[src/acc_defs.vh]
`ifndef ACC_DEFS_VH
`define ACC_DEFS_VH
`define ACC_CTRL_RESET      16'h0600
`define ACC_CLKDIV_LSB      10
`define ACC_CLKDIV_MSB      12
`define ACC_ACQ_LSB         8
`define ACC_ACQ_MSB         9
`define ACC_START_EN_BIT    7
`define ACC_BUSY_EN_BIT     6
`define ACC_POWER_BIT       5
`define ACC_MODE_LSB        3
`define ACC_MODE_MSB        4
`define ACC_TYPE_LSB        0
`define ACC_TYPE_MSB        2
`define ACC_MODE_SINGLE     2'h0
`define ACC_MODE_DIFF       2'h1
`define ACC_MODE_PSEUDO     2'h2
`define ACC_TYPE_EXT        3'h0
`define ACC_TYPE_TMR0       3'h1
`define ACC_TYPE_TMR1       3'h2
`define ACC_TYPE_SINGLE     3'h3
`define ACC_TYPE_CONT       3'h4
`define ACC_TYPE_ARRAY      3'h5
`define ACC_EXTRA_CLKS      5'h13
`define ACC_TEMP_ACQ        2'h3
`define ACC_TEMP_DIV        3'h5
`define ACC_RES_LSB         16
`define ACC_RES_MSB         27
`define ACC_REG_COUNT       8
`endif

[src/acc_clk_div.v]
`timescale 1ns/10ps
`include "acc_defs.vh"
module acc_clk_div
(
    clk,
    reset_n,
    run,
    div_code,
    tick
);
    input  wire       clk;
    input  wire       reset_n;
    input  wire       run;
    input  wire [2:0] div_code;
    output reg        tick;

    reg  [4:0] cnt_r;
    wire [4:0] limit;

    // Divide by 1,2,4,8,16,32; codes above 101 clamp to 32
    assign limit = (div_code > `ACC_TEMP_DIV) ? 5'h1F :
                   (5'h01 << div_code) - 5'h01;

    always @(posedge clk)
    begin
        if (!reset_n || !run)
        begin
            cnt_r <= 5'h00;
            tick  <= 1'b0;
        end
        else if (cnt_r >= limit)
        begin
            cnt_r <= 5'h00;
            tick  <= 1'b1;
        end
        else
        begin
            cnt_r <= cnt_r + 5'h01;
            tick  <= 1'b0;
        end
    end
endmodule // acc_clk_div

[src/acc_formatter.v]
`timescale 1ns/10ps
`include "acc_defs.vh"
module acc_formatter
(
    raw_code,
    diff_mode,
    data_word
);
    input  wire [11:0] raw_code;
    input  wire        diff_mode;
    output wire [31:0] data_word;

    wire sign;

    // Straight binary has no sign; two's complement sign is code MSB
    assign sign = diff_mode & raw_code[11];
    // Signed result shifted 16 right is read as plain signed integer
    assign data_word = {{4{sign}}, raw_code, 16'h0000};
endmodule // acc_formatter

[src/acc_top.v]
`timescale 1ns/10ps
`include "acc_defs.vh"
module acc_top
#(
    parameter CHAN_W = 5,
    parameter [4:0] TEMP_CHAN = 5'h10
)
(
    clk,
    reset_n,
    ctrl_wr,
    ctrl_wdata,
    pos_sel_wr,
    pos_sel_wdata,
    neg_sel_wr,
    neg_sel_wdata,
    result_rd,
    conv_start_pin,
    logic_array_trig,
    first_timer_ovf,
    second_timer_ovf,
    core_code,
    converter_control,
    positive_channel_select,
    negative_channel_select,
    conversion_result,
    mux_pos,
    mux_neg,
    mux_mode,
    core_power,
    track_hold,
    core_clk_tick,
    busy,
    busy_pin,
    done_flag
);
    input  wire              clk;
    input  wire              reset_n;
    input  wire              ctrl_wr;
    input  wire [15:0]       ctrl_wdata;
    input  wire              pos_sel_wr;
    input  wire [CHAN_W-1:0] pos_sel_wdata;
    input  wire              neg_sel_wr;
    input  wire [CHAN_W-1:0] neg_sel_wdata;
    input  wire              result_rd;
    input  wire              conv_start_pin;
    input  wire              logic_array_trig;
    input  wire              first_timer_ovf;
    input  wire              second_timer_ovf;
    input  wire [11:0]       core_code;
    output reg  [15:0]       converter_control;
    output reg  [CHAN_W-1:0] positive_channel_select;
    output reg  [CHAN_W-1:0] negative_channel_select;
    output reg  [31:0]       conversion_result;
    output reg  [CHAN_W-1:0] mux_pos;
    output reg  [CHAN_W-1:0] mux_neg;
    output reg  [1:0]        mux_mode;
    output reg               core_power;
    output reg               track_hold;
    output reg               core_clk_tick;
    output reg               busy;
    output reg               busy_pin;
    output reg               done_flag;

    localparam [2:0] ST_IDLE = 3'b001;
    localparam [2:0] ST_ACQ  = 3'b010;
    localparam [2:0] ST_CONV = 3'b100;

    ////////////////////////////////////////////////////////////////////////
    // Helpers

    // Acquisition code to clock count minus one
    function [4:0] acq_last;
        input [1:0] code;
        begin
            acq_last = (5'h02 << code) - 5'h01;
        end
    endfunction

    ////////////////////////////////////////////////////////////////////////
    // Register state

    reg  [2:0]  state_r;
    reg  [4:0]  cnt_r;
    reg         temp_hold_r;
    reg         pin_d_r;
    reg         cont_r;
    wire [1:0]  acq_code;
    wire [2:0]  div_code;
    wire [2:0]  conv_type;
    wire        temp_sel;
    wire        tick;
    wire        trig;
    wire        sw_go;
    wire [31:0] fmt_word;
    wire        power_on;

    assign conv_type = converter_control[`ACC_TYPE_MSB:`ACC_TYPE_LSB];
    assign power_on  = converter_control[`ACC_POWER_BIT];
    // Temperature input is one more channel code on the positive mux
    assign temp_sel  = (positive_channel_select == TEMP_CHAN);
    // Forced timing holds until that temperature result has been read
    assign acq_code  = (temp_sel || temp_hold_r) ? `ACC_TEMP_ACQ :
                       converter_control[`ACC_ACQ_MSB:`ACC_ACQ_LSB];
    assign div_code  = (temp_sel || temp_hold_r) ? `ACC_TEMP_DIV :
                       converter_control[`ACC_CLKDIV_MSB:`ACC_CLKDIV_LSB];

    // Edge trigger on start pin, pulse inputs from array and timers
    assign trig = (conv_type == `ACC_TYPE_EXT
                   && conv_start_pin && !pin_d_r)
                || (conv_type == `ACC_TYPE_TMR0 && first_timer_ovf)
                || (conv_type == `ACC_TYPE_TMR1 && second_timer_ovf)
                || (conv_type == `ACC_TYPE_ARRAY
                    && logic_array_trig);
    assign sw_go = ctrl_wr && ctrl_wdata[`ACC_START_EN_BIT]
                && (ctrl_wdata[`ACC_TYPE_MSB:`ACC_TYPE_LSB] == `ACC_TYPE_SINGLE
                 || ctrl_wdata[`ACC_TYPE_MSB:`ACC_TYPE_LSB] == `ACC_TYPE_CONT);

    ////////////////////////////////////////////////////////////////////////
    // Submodules

    acc_clk_div u_div
    (
        .clk      (clk),
        .reset_n  (reset_n),
        .run      (state_r != ST_IDLE),
        .div_code (div_code),
        .tick     (tick)
    );

    acc_formatter u_fmt
    (
        .raw_code  (core_code),
        .diff_mode (mux_mode == `ACC_MODE_DIFF),
        .data_word (fmt_word)
    );

    ////////////////////////////////////////////////////////////////////////
    // Configuration registers

    always @(posedge clk)
    begin
        if (!reset_n)
        begin
            converter_control       <= `ACC_CTRL_RESET;
            positive_channel_select <= {CHAN_W{1'b0}};
            negative_channel_select <= {CHAN_W{1'b0}};
            pin_d_r                 <= 1'b0;
        end
        else
        begin
            pin_d_r <= conv_start_pin;
            if (ctrl_wr)
                converter_control <= {2'h0, ctrl_wdata[13:0]};
            if (pos_sel_wr)
                positive_channel_select <= pos_sel_wdata;
            if (neg_sel_wr)
                negative_channel_select <= neg_sel_wdata;
        end
    end

    ////////////////////////////////////////////////////////////////////////
    // Conversion sequencer

    always @(posedge clk)
    begin
        if (!reset_n)
        begin
            state_r           <= ST_IDLE;
            cnt_r             <= 5'h00;
            cont_r            <= 1'b0;
            temp_hold_r       <= 1'b0;
            conversion_result <= 32'h00000000;
            mux_pos           <= {CHAN_W{1'b0}};
            mux_neg           <= {CHAN_W{1'b0}};
            mux_mode          <= `ACC_MODE_SINGLE;
            core_power        <= 1'b0;
            track_hold        <= 1'b0;
            core_clk_tick     <= 1'b0;
            busy              <= 1'b0;
            busy_pin          <= 1'b0;
            done_flag         <= 1'b0;
        end
        else
        begin
            // Power-up settling is left to software, no wait here
            core_power    <= power_on;
            core_clk_tick <= tick;
            busy_pin      <= busy && converter_control[`ACC_BUSY_EN_BIT];
            // Read of the result clears the flag; a new completion wins
            if (result_rd)
            begin
                done_flag   <= 1'b0;
                temp_hold_r <= 1'b0;
            end
            case (state_r)
                ST_IDLE:
                begin
                    if (power_on && (sw_go || cont_r ||
                        (converter_control[`ACC_START_EN_BIT] && trig)))
                    begin
                        state_r    <= ST_ACQ;
                        cnt_r      <= 5'h00;
                        mux_pos    <= positive_channel_select;
                        mux_neg    <= negative_channel_select;
                        // Reserved mode code treated as single-ended
                        mux_mode   <= (converter_control[`ACC_MODE_MSB:
                                       `ACC_MODE_LSB] == 2'h3) ?
                                      `ACC_MODE_SINGLE :
                                      converter_control[`ACC_MODE_MSB:
                                      `ACC_MODE_LSB];
                        track_hold <= 1'b1;
                        busy       <= 1'b1;
                        if (sw_go)
                            cont_r <= (ctrl_wdata[`ACC_TYPE_MSB:
                                      `ACC_TYPE_LSB] == `ACC_TYPE_CONT);
                        if (temp_sel)
                            temp_hold_r <= 1'b1;
                    end
                end
                ST_ACQ:
                begin
                    if (tick)
                    begin
                        if (cnt_r >= acq_last(acq_code))
                        begin
                            state_r    <= ST_CONV;
                            cnt_r      <= 5'h00;
                            track_hold <= 1'b0;
                        end
                        else
                            cnt_r <= cnt_r + 5'h01;
                    end
                end
                ST_CONV:
                begin
                    if (tick)
                    begin
                        if (cnt_r >= `ACC_EXTRA_CLKS - 5'h01)
                        begin
                            state_r           <= ST_IDLE;
                            busy              <= 1'b0;
                            conversion_result <= fmt_word;
                            done_flag         <= 1'b1;
                        end
                        else
                            cnt_r <= cnt_r + 5'h01;
                    end
                end
                default:
                    state_r <= ST_IDLE;
            endcase
            // Continuous mode stops on a write selecting another type
            if (ctrl_wr && ctrl_wdata[`ACC_TYPE_MSB:`ACC_TYPE_LSB]
                != `ACC_TYPE_CONT)
                cont_r <= 1'b0;
            if (!power_on)
                cont_r <= 1'b0;
        end
    end
endmodule // acc_top

[config.mk]
export PLATFORM = sky130hd
export DESIGN_NAME = acc_top
export DESIGN_NICKNAME = d
export VERILOG_FILES = /design/src/acc_clk_div.v /design/src/acc_formatter.v /design/src/acc_top.v
export VERILOG_INCLUDE_DIRS = /design/src
export SDC_FILE = /design/constraint.sdc
export NUM_CORES = 1
export LEC_CHECK = 0
export BUFFER_PORTS_ARGS = -buffer_cell sky130_fd_sc_hd__buf_2
export CAP_MARGIN = 10
export CORE_MARGIN = 4
export CORE_UTILIZATION = 25
export CTS_BUF_LIST = sky130_fd_sc_hd__clkbuf_4 sky130_fd_sc_hd__clkbuf_8
export CTS_CLUSTER_SIZE = 10
export DETAILED_ROUTE_END_ITERATION = 7
export PLACE_DENSITY_LB_ADDON = 0.15
export SYNTH_ARGS = -nofsm -noshare
export SYNTH_HDL_FRONTEND = slang
export SYNTH_SLANG_ARGS = --single-unit
[constraint.sdc]
create_clock -name clk -period 2 [get_ports clk]
set_clock_uncertainty 0.15 [all_clocks]
set_input_delay 0.3 -clock clk [delete_from_list [all_inputs] [get_ports clk]]
set_output_delay 0.3 -clock clk [all_outputs]
set_load 0.005 [all_outputs]
Word level (Yosys, flattened, before mapping). Index checks and enable logic that the tools add are counted.

Bits in registers: 72. Bits of input ports: 48. Output and inout port bits: 76. Word-level logic and storage cells: 119.

Add/subtract/negate cells: 4. $lt $le $gt $ge: 4. Eq/ne operators: 19. Shift operators: 2. Mux-type cells: 32. Bitwise operators: 3. Reduce and logical (&&, ||, !) cells: 35.

Operators by type and width (number): 5-bit two-way mux (6); 3-bit two-way mux (6); 5-bit one-hot mux with 3 select lines (1); 1-bit two-way mux (14); 1-bit logical AND (11); 5-bit by 1-bit adder with 5-bit output, second input constant (2); 5-bit >= comparator (2); 5-bit AND reduction (2); 5-bit by 1-bit subtractor with 5-bit output, second input constant (2); 3-bit by 2-bit == test with 1-bit output, second input constant (3); 3-bit == test, second input constant (3); 3-bit one-hot mux with 3 select lines (1); 1-bit logical OR (8); 2-bit != test, second input constant (4); 4-bit AND reduction (2); 3-bit by 1-bit == test with 1-bit output, second input constant (2); 3-bit AND reduction (2); 5-bit == test, second input constant (1); 5-bit >= comparator, second input constant (1); 1-bit by 3-bit << shifter with 5-bit output, first input constant (1); 2-bit by 2-bit << shifter with 5-bit output, first input constant (1); 2-bit two-way mux (2); 2-bit by 1-bit != test with 1-bit output, second input constant (2); 1-bit one-hot mux with 2 select lines (2); other kinds (14) (18).

Longest topological paths before layout.
Word-level depth: 11. Gate-level depth with buffers: 11. Depth with buffers taken out: 11.

Modules after synthesis. Synthesis repeated with hierarchy kept, for this count alone.

Cells, all modules: 461. Area, all modules: 4180.3 µm².

Modules (own cells, without submodules): acc_top (times used 1, cells each 380, area each 3520.9 µm², sequential area each 1701.6 µm²); acc_clk_div (times used 1, cells each 47, area each 409.1 µm², sequential area each 120.1 µm²); acc_formatter (times used 1, cells each 34, area each 250.2 µm², sequential area each 0.0 µm²).

Worst setup path after synthesis. No wires, ideal clock.

Path type: flip-flop to flip-flop. Start point: register positive_channel_select[0]. End point: register state_r[2]. Setup time: 70 ps. Arrival time: 2035 ps. Data required time: 1780 ps. Slack: -255 ps. Stages on the path, launching flop included: 11. Path buffers: 0. Clock period less this slack: 2255 ps. Cells stage by stage: dfxtp_1 -> nor4_1 -> nand2_1 -> nand2b_1 -> a21oi_1 -> ha_1 -> nand2_1 -> o21ai_0 -> o21ai_0 -> or3_1 -> a21oi_1.

Longest elaborated chain between the ends: 8.

RTL lines: start, declared (line acc_top.v:52) `output reg [CHAN_W-1:0] positive_channel_select;`; start signal, assigned (line acc_top.v:146) `positive_channel_select <= {CHAN_W{1'b0}};`; start signal, assigned (line acc_top.v:156) `positive_channel_select <= pos_sel_wdata;`; 5-bit == test (line acc_top.v:101) `assign temp_sel = (positive_channel_select == TEMP_CHAN);`; 1-bit logical OR (line acc_top.v:103) `` assign acq_code = (temp_sel || temp_hold_r) ? `ACC_TEMP_ACQ : ``; 2-bit two-way mux (line acc_top.v:103); 2-bit by 2-bit << shifter with 5-bit output (line acc_top.v:76) `acq_last = (5'h02 << code) - 5'h01;`; 5-bit by 1-bit subtractor with 5-bit output (line acc_top.v:76); 5-bit >= comparator (line acc_top.v:225) `if (cnt_r >= acq_last(acq_code))`; 2-bit != test (no source line); 5-bit AND reduction (no source line); end signal, assigned (line acc_top.v:227) `state_r <= ST_CONV;`; end signal, assigned (line acc_top.v:241) `state_r <= ST_IDLE;`; end signal, assigned (line acc_top.v:251) `state_r <= ST_IDLE;`; end, declared (line acc_top.v:83) `reg [2:0] state_r;`.

Every way passes these cells. A chain may end at the register's enable or synchronous reset.

Final worst setup path.
Start point: register positive_channel_select[3]. End point: register cnt_r[3].

Longest elaborated chain between the ends: 9.

RTL lines: 5-bit == test (line acc_top.v:101); 1-bit logical OR (line acc_top.v:103); 2-bit two-way mux (line acc_top.v:103); 2-bit by 2-bit << shifter with 5-bit output (line acc_top.v:76); 5-bit by 1-bit subtractor with 5-bit output (line acc_top.v:76); 5-bit >= comparator (line acc_top.v:225); 5-bit two-way mux (line acc_top.v:225); 5-bit two-way mux (line acc_top.v:223) `if (tick)`; 5-bit one-hot mux with 3 select lines (line acc_top.v:196) `case (state_r)`; end signal, assigned (line acc_top.v:232) `cnt_r <= cnt_r + 5'h01;`; end signal, assigned (line acc_top.v:247) `cnt_r <= cnt_r + 5'h01;`; end, declared (line acc_top.v:84) `reg [4:0] cnt_r;`.

Every way passes these cells. The select of a mux whose other input is x is not followed.

==> flow_summary.ini <==
[synth]
syn_avg_cell_area_sq_um = 9.60
synth-seq-cells = 72
ys.flop_type = dfxtp_1
synthesis.area_sq_um = 3400
yosysMostFrequentCell = dfxtp_1
synth-edff-count = 0
yosys-top-cells-count = 72 x dfxtp_1, 43 x nor2_1, 36 x mux2i_1, 21 x buf_4, 18 x a21oi_1
synth_top_area_frac = 0.424
synthTopCellsByArea = dfxtp_1 42%, mux2i_1 11%, nor2_1 4.8%, buf_4 4.6%, ha_1 4.4%
postSynthCellCount = 354
ys_seq_area_frac = 0.424
ys_types = 59
synth_warnings = 0
synthArstFlopShare = 0
synth.largest_area_cell = dfxtp_1

[final_layout]
drive_above_1_share = 0.456
area_growth_pct = 40.7
final_nets = 555
fillCellCount = 1422
antenna_cells = 0

[power]
p_sw_w = 0.000767
combinationalPowerShare = 0.123
p_seq_frac = 0.467
powerDensity_nw_per_um2 = 671
intPower_w = 0.00244
ir_drop_mv = 0.321
pwr-share-clk = 0.409
switching_share = 0.239
power.leakage_nw = 2.08

[placement]
preCtsSetupSlack_ns = -0.360
place_congestion = 0.794
portBuffers = 103
hpwl_mm = 6.79

[sta]
setup_viol = 28
period_needed_ns = 2.22
final_min_period_over_clock_period = 1.11
hold_ws_ns = 0.0261
finalHoldViolations = 0
fmax_mhz = 451
timing.final.ws_setup_ns = -0.219
grt_setup_unrepaired = true
slew_violations = 0

[worst_setup_path]
crit_top_cell = a21oi_2
regToRegSetupSlack_ns = -0.22
reg2reg_to = cnt_r[3]
critPathKind = flop to flop
max_stage_delay_ns = 0.32
crit_chain = nor4_2 > nand2_1 > nand2b_4 > a21oi_2 > ha_4 > nand2_2 > o211ai_1 > a21oi_2 > a21boi_2 > a31o_1
endpoint_kind = flop
r2r_start = positive_channel_select[3]
start_kind = flop
worst_path_max_delay_cell = dfxtp_2
cp_max_fo = 4
worst-endpoint-required_ns = 2.10
crit_arrival_ns = 2.32
rr_worst_depth = 10

[global_routing]
grt_pass1_wl_mm = 15.0
use_met1 = 0.148
grt_max_degree = 35
antenna_found_initial = 0
grt-busiest-layer = met2
grtUsageMet3 = 0.0437
overflow = 0
first_global_vias = 2982
use_met2 = 0.194
grtUsageTotal = 0.120

[clocking]
path_clk_slew_ns = 0.08
htreeDepth = 3
cts-buffers-inserted = 9
cts_max_path_buffers = 2
clock-root-buffer = clkbuf_8
clk_latency_ns = 0.36
cts_tree = built
cts_sinks = 72

[floorplan]
ios = 124
rows = 42
start_util = 0.256
die-area_sq_um = 15500
core_sq_um = 13300
fp.dieW_um = 125
die_h_um = 125

[status]
status = finished with violations
violations = negative setup slack

[drt]
drtIter0Drc = 75
drcViolationCount = 0
dr.pass1.iters = 4
route.vias.total = 2951
antenna_left = 0
routed_wl_mm = 9.16
drt-vias-per-instance = 4.37
routedWlPerCell_um = 13.5

[hold_path]
min_to = negative_channel_select[2]
hp-class = input pin to flop
hold_depth = 3
hold_path.startpoint = neg_sel_wdata[2]

[flow_run]
drv.max_cap_violation_count = 0
## critical path: cells and delay by family (launching register included)
family,cells,cell delay [ns]
AOI/OAI and AO/OA,5,0.79
and+or+nand+nor,4,0.57
DFF,1,0.32
adders and majority gates,1,0.29
## metrics by stage
step                power (W)  instances   util  instance area, sq um  setup TNS (ns)
finish                0.00321        676  0.359                  4780           -3.90
global route          0.00337        676  0.359                  4780           -6.84
CTS                   0.00323        671  0.346                  4600           -4.18
detailed placement    0.00188        650  0.323                  4290           -5.41
global placement      0.00188        650  0.323                  4290           -4.39
floorplan             0.00173        371      -                  3480          -0.885
## registers in the layout, indices dropped and copies added, names as in the netlist
name                     flops
state_r                      3
core_clk_tick                1
pin_d_r                      1
conversion_result           13
track_hold                   1
positive_channel_select      5
cnt_r                        5
busy                         1
core_power                   1
cont_r                       1
u_div.tick                   1
u_div.cnt_r                  5
mux_pos                      5
mux_mode                     2
temp_hold_r                  1
negative_channel_select      5
converter_control           14
mux_neg                      5
done_flag                    1
busy_pin                     1
## timing repair
item,CTS,global route
pin swaps,8,22
endpoints found under the hold margin,3,0
setup endpoints to repair,28,28
hold buffers,3,0
resized for setup,8,33
setup buffers,2,5
## layout by cell type (no fill, tap or decap), types with 11 or more instances in the layout
cell / instances
buf_2: 103
dfxtp_1: 69
nor2_1: 41
mux2i_1: 36
buf_4: 34
conb_1: 19
a21oi_2: 18
nand2_1: 13
ha_1: 11
## logic make-up (layout without fill, tap and decap cells)
kind of cell,after synthesis,in the layout,synth area share
buffers and inverters,43,172,0.0762
other,2,19,0.00221
XOR/XNOR,4,4,0.0103
adder cells (fa/ha/maj),12,12,0.0442
flip-flops,72,72,0.424
multiplexers,36,36,0.106
AND/OR/NAND/NOR,118,118,0.194
AO/OA/AOI/OAI,67,67,0.143
## routing by layer
metal,wire length [um],share of wire,up-vias
met5,0,0,-
met4,154,0.017,0
met3,607,0.066,10
met2,4420,0.48,89
met1,3970,0.43,1365
li1,-,-,1487
## power groups by stage
stage	clock (W)	combinational (W)	sequential, W
after floorplan	0	0.000199	0.00153
after global placement	0	0.000345	0.00153
after detailed placement	0	0.000348	0.00153
after CTS	0.00137	0.000362	0.00150
after global routing	0.00143	0.000439	0.00150
final	0.00131	0.000395	0.00150
## worst max path at each step
stage	from	end	slack, ns	depth (start not counted)
final	positive_channel_select[3]	cnt_r[3]	-0.22	10
after CTS	positive_channel_select[3]	cnt_r[3]	-0.26	10
after detailed placement	positive_channel_select[3]	cnt_r[3]	-0.36	10
after floorplan	positive_channel_select[3]	state_r[2]	-0.15	10
after global routing	positive_channel_select[3]	cnt_r[3]	-0.37	10
after global placement	positive_channel_select[3]	cnt_r[3]	-0.30	10
## layout make-up
cell class	count	area [sq um]	share of cell area
Clock inverter	3	65.1	0.0136
Inverter	7	26.3	0.00550
Timing Repair Buffer	149	928	0.194
Clock buffer	13	160	0.0335
Multi-Input combinational cell	256	1930	0.405
Tap cell	176	220	0.0461
Sequential cell	72	1450	0.302
Note: power is estimated with default switching activity, not from simulation.
